===== src/sstat_pkg.sv =====
// Package for the status register group: offsets, reset values, field positions, event carriers.
package sstat_pkg;

	localparam logic [7:0] SSTAT_OFF_DMA_EVENT = 8'h0C;
	localparam logic [7:0] SSTAT_OFF_SCSI_EVENT = 8'h0D;
	localparam logic [7:0] SSTAT_OFF_LATCH_ARB = 8'h0E;
	localparam logic [7:0] SSTAT_OFF_FIFO_PHASE = 8'h0F;
	localparam logic [7:0] SSTAT_OFF_ROLE_DIR = 8'h14;
	// Mask and control registers kept locally.
	localparam logic [7:0] SSTAT_OFF_SCSI_IEN = 8'h03;
	localparam logic [7:0] SSTAT_OFF_DMA_IEN = 8'h39;
	localparam logic [7:0] SSTAT_OFF_CTRL = 8'h40;

	localparam logic [7:0] SSTAT_RST_DMA_EVENT = 8'h80;
	localparam logic [7:0] SSTAT_RST_SCSI_EVENT = 8'h00;
	localparam logic [7:0] SSTAT_RST_IEN = 8'h00;
	localparam logic [7:0] SSTAT_RST_CTRL = 8'h00;

	// Field positions in the dma event register.
	localparam int SSTAT_DMA_FIFO_EMPTY_BIT = 7;
	localparam int SSTAT_DMA_ABORT_BIT = 4;
	localparam int SSTAT_DMA_STEP_BIT = 3;
	localparam int SSTAT_DMA_PROG_BIT = 2;
	localparam int SSTAT_DMA_WDOG_BIT = 1;
	localparam int SSTAT_DMA_ILLEGAL_BIT = 0;
	// Field positions in the local control register.
	localparam int SSTAT_CTL_SOFT_ABORT_BIT = 7;
	localparam int SSTAT_CTL_SINGLE_STEP_BIT = 4;
	localparam int SSTAT_CTL_PIPELINE_BIT = 3;
	localparam int SSTAT_CTL_PARITY_CHECK_BIT = 2;
	localparam int SSTAT_CTL_PASS_PARITY_BIT = 1;
	localparam int SSTAT_CTL_SEL_ENABLE_BIT = 0;

	localparam int SSTAT_SYNC_FIFO_DEPTH = 8;
	localparam int SSTAT_DMA_FIFO_BYTES = 36;

	localparam int SSTAT_SEL_TIMEOUT_MS = 250;
	localparam int SSTAT_CLK_HZ = 20000000;
	localparam int SSTAT_SEL_TIMEOUT_CYCLES = SSTAT_SEL_TIMEOUT_MS * (SSTAT_CLK_HZ / 1000);

	typedef struct packed {
		logic abort_in_n;
		logic parity_gen_mode;
		logic instr_done;
		logic branch_taken;
		logic int_instr;
		logic illegal_fetch;
		logic bus_master;
		logic wdog_zero;
		logic [5:0] dma_fifo_count;
	} sstat_dma_evt_t;

	typedef struct packed {
		logic target_role;
		logic phase_mismatch;
		logic atn_seen;
		logic arb_done;
		logic sel_start;
		logic sel_response;
		logic selected_by_other;
		logic gross_error;
		logic disconnect;
		logic expected_disconnect;
		logic low_level_mode;
		logic rst_line;
		logic assert_rst_ctl;
		logic scsi_parity_err;
		logic host_parity_err;
	} sstat_scsi_evt_t;

	typedef struct packed {
		logic input_latch_full;
		logic output_latch_full;
		logic output_buffer_full;
		logic arbitration_in_progress;
		logic arbitration_lost;
		logic arbitration_won;
		logic parity_line;
		logic [3:0] sync_fifo_count;
		logic latched_parity;
		logic [2:0] latched_phase;
		logic actual_target_role;
		logic transfer_direction;
	} sstat_live_t;

endpackage : sstat_pkg


===== src/sstat_regs.sv =====
// Status register group: sticky event flags, masks, live bus status and register port.
//
// Functional notes
// Reading dma status clears DMA causes.
// Fifo empty flag reads one when empty.
// Abort flag from pin or software.
// Single step flag per instruction or branch.
// Interrupt instruction and illegal opcode flags.
// Watchdog flag when master and counter zero.
// Software spaces consecutive status reads apart.
// Every scsi event bit individually maskable.
// Phase mismatch or attention sets bit seven.
// Arbitration completion sets function complete.
// Selection timeout after 250 milliseconds.
// Selected flag only when selection enabled.
// Any gross error condition sets flag.
// Unexpected disconnect only as initiator.
// Reset flag once per reset assertion.
// Parity flag only with checking enabled.
// Input latch full flag shown live.
// Separate output latch and buffer flags.
// Arbitration progress, lost and won bits.
// Live reset and parity line bits.
// Sync fifo byte count in upper nibble.
// Latched parity and phase bits shown.
// Interrupt output from unmasked pending flags.
// Event during clearing read stays pending.
//
// The implementer's own choice: the plain strobed port.
module sstat_regs
	import sstat_pkg::*;
#(
	parameter int SEL_TIMEOUT_CYCLES = SSTAT_SEL_TIMEOUT_CYCLES
) (
	input wire logic sys_clk,
	input wire logic reset_n,
	input wire logic [7:0] reg_addr,
	input wire logic [7:0] reg_wdata,
	input wire logic reg_wr,
	input wire logic reg_rd,
	output logic [7:0] reg_rdata,
	input wire sstat_dma_evt_t dma_evt,
	input wire sstat_scsi_evt_t scsi_evt,
	input wire sstat_live_t live,
	output logic irq_n
);

	logic [7:0] dma_flags_r;
	logic [7:0] scsi_flags_r;
	logic [7:0] dma_ien_r;
	logic [7:0] scsi_ien_r;
	logic [7:0] ctrl_r;
	logic [7:0] rdata_r;
	logic [1:0] abort_sync_r;
	logic [1:0] rst_sync_r;
	logic [1:0] par_sync_r;
	logic rst_prev_r;
	logic [31:0] sel_timer_r;
	logic sel_wait_r;
	logic [7:0] dma_set;
	logic [7:0] scsi_set;
	logic [7:0] live_dma;
	logic rst_level;
	logic rd_dma;
	logic rd_scsi;
	logic sel_timeout;

	assign rd_dma = reg_rd && (reg_addr == SSTAT_OFF_DMA_EVENT);
	assign rd_scsi = reg_rd && (reg_addr == SSTAT_OFF_SCSI_EVENT);

	// The abort pin and reset line come from outside, so synchronise them.
	always_ff @(posedge sys_clk or negedge reset_n) begin
		if (!reset_n) begin
			abort_sync_r <= 2'h0;
			rst_sync_r <= 2'h0;
			par_sync_r <= 2'h0;
		end else begin
			abort_sync_r <= {abort_sync_r[0], ~dma_evt.abort_in_n};
			rst_sync_r <= {rst_sync_r[0], scsi_evt.rst_line};
			par_sync_r <= {par_sync_r[0], live.parity_line};
		end
	end

	assign rst_level = rst_sync_r[1] | scsi_evt.assert_rst_ctl;

	always_ff @(posedge sys_clk or negedge reset_n) begin
		if (!reset_n) begin
			rst_prev_r <= 1'b0;
		end else begin
			rst_prev_r <= rst_level;
		end
	end

	// selection timer
	always_ff @(posedge sys_clk or negedge reset_n) begin
		if (!reset_n) begin
			sel_wait_r <= 1'b0;
			sel_timer_r <= 32'h0000_0000;
		end else if (scsi_evt.sel_start) begin
			sel_wait_r <= 1'b1;
			sel_timer_r <= 32'h0000_0000;
		end else if (sel_wait_r) begin
			if (scsi_evt.sel_response || sel_timeout) begin
				sel_wait_r <= 1'b0;
			end
			sel_timer_r <= sel_timer_r + 32'h0000_0001;
		end
	end

	assign sel_timeout = sel_wait_r && !scsi_evt.sel_response
		&& (sel_timer_r == 32'(SEL_TIMEOUT_CYCLES - 1));

	always_comb begin
		dma_set = 8'h00;
		// abort sources
		dma_set[SSTAT_DMA_ABORT_BIT] = (abort_sync_r[1] && dma_evt.parity_gen_mode)
			|| (reg_wr && reg_addr == SSTAT_OFF_CTRL && reg_wdata[SSTAT_CTL_SOFT_ABORT_BIT]);
		// single step sources
		dma_set[SSTAT_DMA_STEP_BIT] =
			(dma_evt.instr_done && ctrl_r[SSTAT_CTL_SINGLE_STEP_BIT])
			|| (dma_evt.branch_taken && ctrl_r[SSTAT_CTL_PIPELINE_BIT]);
		// program and illegal events
		dma_set[SSTAT_DMA_PROG_BIT] = dma_evt.int_instr;
		dma_set[SSTAT_DMA_ILLEGAL_BIT] = dma_evt.illegal_fetch;
		// watchdog in master mode
		dma_set[SSTAT_DMA_WDOG_BIT] = dma_evt.bus_master && dma_evt.wdog_zero;
	end

	always_comb begin
		scsi_set = 8'h00;
		// mismatch or attention
		scsi_set[7] = scsi_evt.target_role ? scsi_evt.atn_seen : scsi_evt.phase_mismatch;
		// arbitration finished
		scsi_set[6] = scsi_evt.arb_done;
		scsi_set[5] = sel_timeout;
		// selection needs enable
		scsi_set[4] = scsi_evt.selected_by_other && ctrl_r[SSTAT_CTL_SEL_ENABLE_BIT];
		// gross error summary
		scsi_set[3] = scsi_evt.gross_error;
		// initiator disconnect
		scsi_set[2] = !scsi_evt.target_role && scsi_evt.disconnect
			&& (scsi_evt.low_level_mode || !scsi_evt.expected_disconnect);
		// edge of reset
		scsi_set[1] = rst_level && !rst_prev_r;
		// parity gated by check enable
		scsi_set[0] = ctrl_r[SSTAT_CTL_PARITY_CHECK_BIT] && (scsi_evt.scsi_parity_err
			|| (scsi_evt.host_parity_err && ctrl_r[SSTAT_CTL_PASS_PARITY_BIT]));
	end

	// read clears, set wins
	always_ff @(posedge sys_clk or negedge reset_n) begin
		if (!reset_n) begin
			dma_flags_r <= SSTAT_RST_DMA_EVENT;
		end else if (rd_dma) begin
			// set beats clear
			dma_flags_r <= dma_set;
		end else begin
			dma_flags_r <= dma_flags_r | dma_set;
		end
	end

	always_ff @(posedge sys_clk or negedge reset_n) begin
		if (!reset_n) begin
			scsi_flags_r <= SSTAT_RST_SCSI_EVENT;
		end else if (rd_scsi) begin
			// set beats clear
			scsi_flags_r <= scsi_set;
		end else begin
			scsi_flags_r <= scsi_flags_r | scsi_set;
		end
	end

	always_ff @(posedge sys_clk or negedge reset_n) begin
		if (!reset_n) begin
			dma_ien_r <= SSTAT_RST_IEN;
			scsi_ien_r <= SSTAT_RST_IEN;
			ctrl_r <= SSTAT_RST_CTRL;
		end else if (reg_wr) begin
			if (reg_addr == SSTAT_OFF_DMA_IEN) begin
				dma_ien_r <= reg_wdata;
			end
			if (reg_addr == SSTAT_OFF_SCSI_IEN) begin
				scsi_ien_r <= reg_wdata;
			end
			// The soft abort bit is a command, so it is not stored.
			if (reg_addr == SSTAT_OFF_CTRL) begin
				ctrl_r <= {1'b0, reg_wdata[6:0]};
			end
		end
	end

	// live empty flag
	always_comb begin
		live_dma = dma_flags_r;
		live_dma[SSTAT_DMA_FIFO_EMPTY_BIT] = (dma_evt.dma_fifo_count == 6'h00);
		live_dma[6:5] = 2'h0;
	end

	always_ff @(posedge sys_clk or negedge reset_n) begin
		if (!reset_n) begin
			rdata_r <= 8'h00;
		end else if (reg_rd) begin
			unique case (reg_addr)
				SSTAT_OFF_DMA_EVENT: rdata_r <= live_dma;
				SSTAT_OFF_SCSI_EVENT: rdata_r <= scsi_flags_r;
				// latch and arbitration status
				// output latch and buffer
				// arbitration bits
				// live reset and parity
				SSTAT_OFF_LATCH_ARB: rdata_r <= {live.input_latch_full,
					live.output_buffer_full, live.output_latch_full,
					live.arbitration_in_progress, live.arbitration_lost,
					live.arbitration_won, rst_sync_r[1], par_sync_r[1]};
				// fifo count
				// latched parity and phase
				SSTAT_OFF_FIFO_PHASE: rdata_r <= {live.sync_fifo_count,
					live.latched_parity, live.latched_phase};
				SSTAT_OFF_ROLE_DIR: rdata_r <= {6'h00, live.actual_target_role,
					live.transfer_direction};
				SSTAT_OFF_DMA_IEN: rdata_r <= dma_ien_r;
				SSTAT_OFF_SCSI_IEN: rdata_r <= scsi_ien_r;
				SSTAT_OFF_CTRL: rdata_r <= ctrl_r;
				default: rdata_r <= 8'h00;
			endcase
		end else begin
			rdata_r <= 8'h00;
		end
	end

	assign reg_rdata = rdata_r;

	// unmasked pending causes
	// per-bit scsi masks
	assign irq_n = ~(|(dma_flags_r[4:0] & dma_ien_r[4:0]) | |(scsi_flags_r & scsi_ien_r));

	chk_read_clears_dma: assert property (@(posedge sys_clk) disable iff (!reset_n)
		rd_dma && dma_set == 8'h00 |=> dma_flags_r[4:0] == 5'h00)
		else $error("dma flags not cleared by read");

	chk_fifo_empty_flag: assert property (@(posedge sys_clk) disable iff (!reset_n)
		live_dma[7] == (dma_evt.dma_fifo_count == 6'h00))
		else $error("fifo empty flag wrong");

	chk_step_needs_mode: assert property (@(posedge sys_clk) disable iff (!reset_n)
		!ctrl_r[4] && !ctrl_r[3] && !rd_dma && !dma_flags_r[3] |=> !dma_flags_r[3])
		else $error("single step flag without mode");

	chk_watchdog_master: assert property (@(posedge sys_clk) disable iff (!reset_n)
		dma_evt.bus_master && dma_evt.wdog_zero |=> dma_flags_r[1])
		else $error("watchdog flag missed");

	chk_sel_enable_gate: assert property (@(posedge sys_clk) disable iff (!reset_n)
		scsi_evt.selected_by_other && !ctrl_r[0] && !scsi_flags_r[4] |=> !scsi_flags_r[4])
		else $error("selected flag without enable");

	chk_reset_edge_once: assert property (@(posedge sys_clk) disable iff (!reset_n)
		rst_level && rst_prev_r |-> !scsi_set[1])
		else $error("reset flag retriggered");

	chk_parity_gate: assert property (@(posedge sys_clk) disable iff (!reset_n)
		!ctrl_r[2] |-> !scsi_set[0])
		else $error("parity flag without checking");

	chk_set_beats_read: assert property (@(posedge sys_clk) disable iff (!reset_n)
		rd_scsi && scsi_evt.arb_done |=> scsi_flags_r[6])
		else $error("event lost during read");

	chk_irq_follows: assert property (@(posedge sys_clk) disable iff (!reset_n)
		$rose(scsi_flags_r[5]) && scsi_ien_r[5] |-> !irq_n)
		else $error("irq not asserted");

	// Each source must reach its flag one edge later, even when a read clears the register.
	// A set that lands on the clearing read is the case most likely to be lost.

	chk_read_clears_scsi: assert property (@(posedge sys_clk) disable iff (!reset_n)
		rd_scsi && scsi_set == 8'h00 |=> scsi_flags_r == 8'h00)
		else $error("scsi flags not cleared by read");

	chk_dma_sticky: assert property (@(posedge sys_clk) disable iff (!reset_n)
		!rd_dma |=> &(dma_flags_r[4:0] | ~$past(dma_flags_r[4:0])))
		else $error("dma flag dropped without read");

	chk_scsi_sticky: assert property (@(posedge sys_clk) disable iff (!reset_n)
		!rd_scsi |=> &(scsi_flags_r | ~$past(scsi_flags_r)))
		else $error("scsi flag dropped without read");

	chk_abort_soft: assert property (@(posedge sys_clk) disable iff (!reset_n)
		reg_wr && reg_addr == SSTAT_OFF_CTRL && reg_wdata[7] |=> dma_flags_r[4])
		else $error("software abort missed");

	chk_abort_pin: assert property (@(posedge sys_clk) disable iff (!reset_n)
		abort_sync_r[1] && dma_evt.parity_gen_mode |=> dma_flags_r[4])
		else $error("abort pin missed");

	chk_step_set: assert property (@(posedge sys_clk) disable iff (!reset_n)
		dma_evt.instr_done && ctrl_r[4] |=> dma_flags_r[3])
		else $error("single step flag missed");

	chk_prog_flag: assert property (@(posedge sys_clk) disable iff (!reset_n)
		dma_evt.int_instr |=> dma_flags_r[2])
		else $error("program interrupt flag missed");

	chk_illegal_flag: assert property (@(posedge sys_clk) disable iff (!reset_n)
		dma_evt.illegal_fetch |=> dma_flags_r[0])
		else $error("illegal instruction flag missed");

	chk_wdog_needs_master: assert property (@(posedge sys_clk) disable iff (!reset_n)
		!dma_evt.bus_master && !rd_dma && !dma_flags_r[1] |=> !dma_flags_r[1])
		else $error("watchdog flag while not master");

	chk_mismatch_flag: assert property (@(posedge sys_clk) disable iff (!reset_n)
		!scsi_evt.target_role && scsi_evt.phase_mismatch |=> scsi_flags_r[7])
		else $error("phase mismatch flag missed");

	chk_atn_flag: assert property (@(posedge sys_clk) disable iff (!reset_n)
		scsi_evt.target_role && scsi_evt.atn_seen |=> scsi_flags_r[7])
		else $error("attention flag missed");

	chk_complete_flag: assert property (@(posedge sys_clk) disable iff (!reset_n)
		scsi_evt.arb_done |=> scsi_flags_r[6])
		else $error("function complete flag missed");

	chk_timeout_flag: assert property (@(posedge sys_clk) disable iff (!reset_n)
		sel_timeout |=> scsi_flags_r[5])
		else $error("selection timeout flag missed");

	chk_response_stops: assert property (@(posedge sys_clk) disable iff (!reset_n)
		sel_wait_r && scsi_evt.sel_response && !scsi_evt.sel_start |=> !sel_wait_r)
		else $error("selection timer kept running");

	chk_selected_flag: assert property (@(posedge sys_clk) disable iff (!reset_n)
		scsi_evt.selected_by_other && ctrl_r[0] |=> scsi_flags_r[4])
		else $error("selected flag missed");

	chk_gross_flag: assert property (@(posedge sys_clk) disable iff (!reset_n)
		scsi_evt.gross_error |=> scsi_flags_r[3])
		else $error("gross error flag missed");

	chk_disc_target: assert property (@(posedge sys_clk) disable iff (!reset_n)
		scsi_evt.target_role && !rd_scsi && !scsi_flags_r[2] |=> !scsi_flags_r[2])
		else $error("disconnect flag as target");

	chk_reset_flag_set: assert property (@(posedge sys_clk) disable iff (!reset_n)
		rst_level && !rst_prev_r |=> scsi_flags_r[1])
		else $error("reset flag missed");

	chk_parity_set: assert property (@(posedge sys_clk) disable iff (!reset_n)
		ctrl_r[2] && scsi_evt.scsi_parity_err |=> scsi_flags_r[0])
		else $error("parity flag missed");

	chk_irq_clear: assert property (@(posedge sys_clk) disable iff (!reset_n)
		scsi_flags_r == 8'h00 && dma_flags_r[4:0] == 5'h00 |-> irq_n)
		else $error("irq without pending cause");

	// Read data must show the live inputs as they stood on the strobe edge.

	chk_dma_reserved: assert property (@(posedge sys_clk) disable iff (!reset_n)
		reg_rd && reg_addr == SSTAT_OFF_DMA_EVENT |=> reg_rdata[6:5] == 2'h0)
		else $error("dma reserved bits not zero");

	chk_latch_shown: assert property (@(posedge sys_clk) disable iff (!reset_n)
		reg_rd && reg_addr == SSTAT_OFF_LATCH_ARB
		|=> reg_rdata[7] == $past(live.input_latch_full))
		else $error("input latch flag wrong");

	chk_buffer_shown: assert property (@(posedge sys_clk) disable iff (!reset_n)
		reg_rd && reg_addr == SSTAT_OFF_LATCH_ARB
		|=> reg_rdata[6] == $past(live.output_buffer_full))
		else $error("output buffer flag wrong");

	chk_reset_live: assert property (@(posedge sys_clk) disable iff (!reset_n)
		reg_rd && reg_addr == SSTAT_OFF_LATCH_ARB |=> reg_rdata[1] == $past(rst_sync_r[1]))
		else $error("reset line bit wrong");

	chk_count_shown: assert property (@(posedge sys_clk) disable iff (!reset_n)
		reg_rd && reg_addr == SSTAT_OFF_FIFO_PHASE
		|=> reg_rdata[7:4] == $past(live.sync_fifo_count))
		else $error("fifo count wrong");

	chk_phase_shown: assert property (@(posedge sys_clk) disable iff (!reset_n)
		reg_rd && reg_addr == SSTAT_OFF_FIFO_PHASE
		|=> reg_rdata[2:0] == $past(live.latched_phase))
		else $error("latched phase wrong");

endmodule : sstat_regs


===== config.mk =====
export PLATFORM = sky130hd
export DESIGN_NAME = sstat_regs
export DESIGN_NICKNAME = d
export VERILOG_FILES = /design/src/sstat_pkg.sv /design/src/sstat_regs.sv
export SDC_FILE = /design/constraint.sdc
export NUM_CORES = 1
export LEC_CHECK = 0
export ABC_AREA = 0
export BUFFER_PORTS_ARGS = -buffer_cell sky130_fd_sc_hd__buf_2
export CAP_MARGIN = 20
export CORE_AREA = 3 3 96 98
export CTS_CLUSTER_DIAMETER = 30
export DETAILED_ROUTE_END_ITERATION = 16
export DIE_AREA = 0 0 99 101
export PLACE_DENSITY = 0.72
export SLEW_MARGIN = 20
export SYNTH_ARGS = -nofsm -noshare
export SYNTH_HDL_FRONTEND = slang
export SYNTH_SLANG_ARGS = --single-unit

===== constraint.sdc =====
create_clock -name sys_clk -period 2.65 [get_ports sys_clk]
set_clock_uncertainty 0.05 [all_clocks]
set_input_delay 0.265 -clock sys_clk [delete_from_list [all_inputs] [get_ports sys_clk]]
set_output_delay 0.265 -clock sys_clk [all_outputs]
set_load 0.01 [all_outputs]

# After elaboration in Yosys (flattened, before gate mapping)
# Cells that the tools add are included.
# totals
regBits	87
input_bits	66
output_inout_bits	9
elab_cells	72
# classes
add_sub_neg	1
n_eq_ne	9
mux	10
bitwise_logic	8
n_reduce_logical	32
# ops
operator	count
$mux 32	2
$pmux 8 s8	1
$add 32x1->32 const B	1
$eq 32x23->1 const B	1
$eq 8x4->1 const B	4
$mux 8	3
$logic_and 1x1->1	16
$and 8x8->8	1
$eq 8x2->1 const B	1
$eq 8x5->1 const B	1
$eq 8x6->1 const B	1
$eq 8x7->1 const B	1
$or 8x5->8	1
$or 8x8->8	1
$reduce_or 8->1	1
$logic_not 6->1	1
$reduce_and 2->1	3
$and 5x5->5	1
$logic_or 1x1->1	5
$reduce_or 5->1	1
$logic_not 1->1	4
$mux 1	4
$not 1->1	2
$or 1x1->1	2
$reduce_bool 2->1	1

# Longest topological paths before layout
# depth
depth_word	7
mapped_depth	6
depth_no_buf	5

# Worst setup path after synthesis
# Ideal clock, no wire load.
# synth_timing
path_kind	register to register
startpoint	register sel_timer_r[12]
endpoint	register sel_timer_r[28]
setup_ns	0.078
arrival_time_ns	1.771
setup_slack_ns	0.751
stages_incl_launch_ff	6
path_buffers	1
cell_sequence	dfrtp_1 buf_2 nand4_2 or4b_4 or4_1 a21oi_1
# synth_between
elab_chain_cells	3
# synth_lines
item	line	rtl
start: declaration	sstat_regs.sv:58	logic [31:0] sel_timer_r;
start signal: assignment	sstat_regs.sv:106	sel_timer_r <= sel_timer_r + 32'h0000_0001;
$add 32x1->32	sstat_regs.sv:106	
$mux 32	sstat_regs.sv:102	end else if (sel_wait_r) begin
$mux 32	sstat_regs.sv:99	end else if (scsi_evt.sel_start) begin
# Every way passes these cells. The select of a mux whose other input is x is not followed.
# A chain may end at the register's enable or synchronous reset.

# Final worst setup path
# layout_timing
startpoint	register sel_timer_r[2]
endpoint	register sel_timer_r[29]
# Same word-level chain as after synthesis.

==> results.ini <==
[outcome]
status=completed

[synthesis]
synthAdderAreaFrac=0.00296
synthTopCellsByCount=dfrtp_1, a21oi_1, mux2_2
synthMuxAreaShare=0.101
synthesis.nets=457
synth_compound_area_frac=0.153
synth_xor_area_frac=0.0207
synth-edff-count=0
syn_inst=390
synth_warnings=0
synth.avg_cell_area_sq_um=10.8
yosysTopAreaCell=dfrtp_1
syn_area_sq_um=4220
async_flop_share=1.00
synth_top_family_by_area=simple AND/OR/NAND/NOR gates
ys.flop_type=dfrtp_1
synth.distinct_cells=51
ys_ff_latch=84
synthSimpleGateAreaFrac=0.199
yosys-top-cells-area=dfrtp_1, mux2_2, a21oi_1
synth_top_area_share=0.498
yosysSeqAreaShare=0.498
yosysMostFrequentCell=dfrtp_1

[worst_setup_path]
cp_top_family=simple AND/OR/NAND/NOR gates
worstPathArrival_ns=2.37
critPathSlowestCell=or4_1
worstSetupStartpointType=register
end_kind=register
cp.required_ns=2.87
path_buf_inv=1
worst-setup-path-type=register to register
max_stage_delay_ns=0.47
critPathMaxFanout=9
cp_cell_sequence=and4_1 > nand4_1 > buf_4 > or4_1 > a21oi_1

[clock_network]
clock_path_buffers=2
insertion_delay_ns=0.35
post_cts_buffers=0
cts-root-buf=clkbuf_8
hold_buffers=3
cts-htree-levels=3
cts_buffers=9
tritoncts=yes
cts.sinks=84
post_cts_resized=0
clk_pin_slew_ns=0.10

[placed_design]
hpwlAfterDp_mm=7.49
io_buffers=74
finalWeightedCongestion=0.880
dp_cells=563

[floorplanning]
die_area_sq_um=10000
fp.dieW_microns=99
die_h_microns=101
io_pins=75
initial_core_util=0.494
core_sq_um=8550
std_cell_rows=34

[timing]
post-route-period-util=0.810
fmaxAchievable_mhz=466
holdWs_ns=0.0300
hold_violations=0
setup_viol=0
finalCriticalPeriod_ns=2.15
rsz0062_at_grt=false
slew_headroom=0.505
fin_setup_tns_ns=0
worst_slew_pin_slew_ns=0.742
final_max_slew_viol_count=0

[layout]
fillers=753
syn_to_final_growth_pct=17.1
drive_gt1_frac=0.284
fin_nets=537
seq_area_sq_um=2100
insertedDiodeCount=0
multi_input_area_sq_um=2010
fin_cells=583

[pwr]
p_leak_uw=0.00214
comb_power_share=0.094
p_sw_uw=651
powerDensity_nw_per_um2=495
power_frac_clock=0.346
p_sw_frac=0.266
vdd_drop_max_mv=0.233
internal_power_uw=1800
p_seq_frac=0.559

[routing]
dr.pass1.iters=5
drtIter0Drc=159
finalWirelength_mm=10.3
drc_errors=0
via_per_inst=5.98
routed-via-count=3489
wl_per_cell_microns=17.6
ant_nets=0

[grt]
grt_overflow=0
grt_pass1_vias=3497
grt_pass1_wl_mm=17.1
antenna_found_initial=0
grt_max_degree=85
grtUsageTotal=0.215

[min_path]
hold_path.class=input pin to register

[job]
maxCapViolCount=0

[sequential cells by signal, summed over array words and instances (netlist names)]
signal / count
abort_sync_r: 2
ctrl_r: 7
dma_flags_r: 5
dma_ien_r: 8
par_sync_r: 2
reg_rdata: 8
rst_prev_r: 1
rst_sync_r: 2
scsi_flags_r: 8
scsi_ien_r: 8
sel_timer_r: 32
sel_wait_r: 1
[layer usage]
metal,share of wire,track usage
met5,0,0
met4,0.035,0.108
met3,0.058,0.0374
met2,0.49,0.358
met1,0.42,0.269
[cells in the final DEF, fill, tap and decap left out, drive strengths merged, types with 6 or more instances in the layout]
cell    count
buf        82
xor2        6
a21o        8
nor2       20
nor4        6
nand4      13
a22oi      10
o31ai      15
or3         7
mux2       26
nand2      22
or4        16
clkbuf      9
o21ai       7
dfrtp      84
nand3      19
a22o       15
a21oi      27
inv        15
[power groups by stage]
| stage | Combinational, uW | Clock (uW) | Sequential [uW] |
|---|---|---|---|
| 2_1_floorplan | 120 | 0 | 1380 |
| 3_3_place_gp | 224 | 0 | 1390 |
| 3_5_place_dp | 228 | 0 | 1390 |
| 4_1_cts | 233 | 876 | 1370 |
| 5_1_grt | 260 | 928 | 1380 |
| 6_report | 231 | 848 | 1370 |
[area by class of cell]
cell class	instances	area share
clock inverters	7	0.0114
flip-flops and latches	84	0.425
clock buffers	9	0.0251
repair buffers	86	0.0964
inverters	11	0.00835
multi-input cells	278	0.406
well taps	108	0.0273
[through the flow]
step                      instance area, sq um  utilization  total power, uW  setup WS (ns)
after global routing                      4940        0.578             2560          0.293
after global placement                    4720        0.552             1620          0.582
final                                     4940        0.578             2450          0.502
after floorplan                           4220            -             1500          0.751
after CTS                                 4930        0.577             2480          0.515
after detailed placement                  4720        0.552             1620          0.521
[worst reg2reg max path: cells and delay by family, from the launching register on]
family | cells | cell delay [ns]
flops | 1 | 0.45
buf+inv | 1 | 0.28
compound gates | 1 | 0.18
simple gates | 3 | 1.12
[cell families after synthesis]
logic type	Yosys count
muxes	33
DFF	84
xor gates and xnor gates	10
buffers and inverters	28
AOI/OAI and AO/OA	93
and+or+nand+nor	141
adders and majority gates	1
[final timing paths]
| path | cells after the start | from | slack (ns) | end |
|---|---|---|---|---|
| hold / removal | 2 | dma_evt[9] | 0.03 | dma_flags_r[2]$_DFF_PN0_ |
| hold reg to reg | 0 | par_sync_r[0]$_DFF_PN0_ | 0.29 | par_sync_r[1]$_DFF_PN0_ |
| max in group asynchronous | 2 | reset_n | 1.58 | sel_timer_r[1]$_DFFE_PN0P_ |
| setup / recovery | 5 | sel_timer_r[2]$_DFFE_PN0P_ | 0.50 | sel_timer_r[29]$_DFFE_PN0P_ |
| min in group asynchronous | 2 | reset_n | 0.46 | reg_rdata[1]$_DFF_PN0_ |
| setup reg to reg | 5 | sel_timer_r[2]$_DFFE_PN0P_ | 0.50 | sel_timer_r[29]$_DFFE_PN0P_ |
No activity file was read; power rests on OpenSTA's default activity.
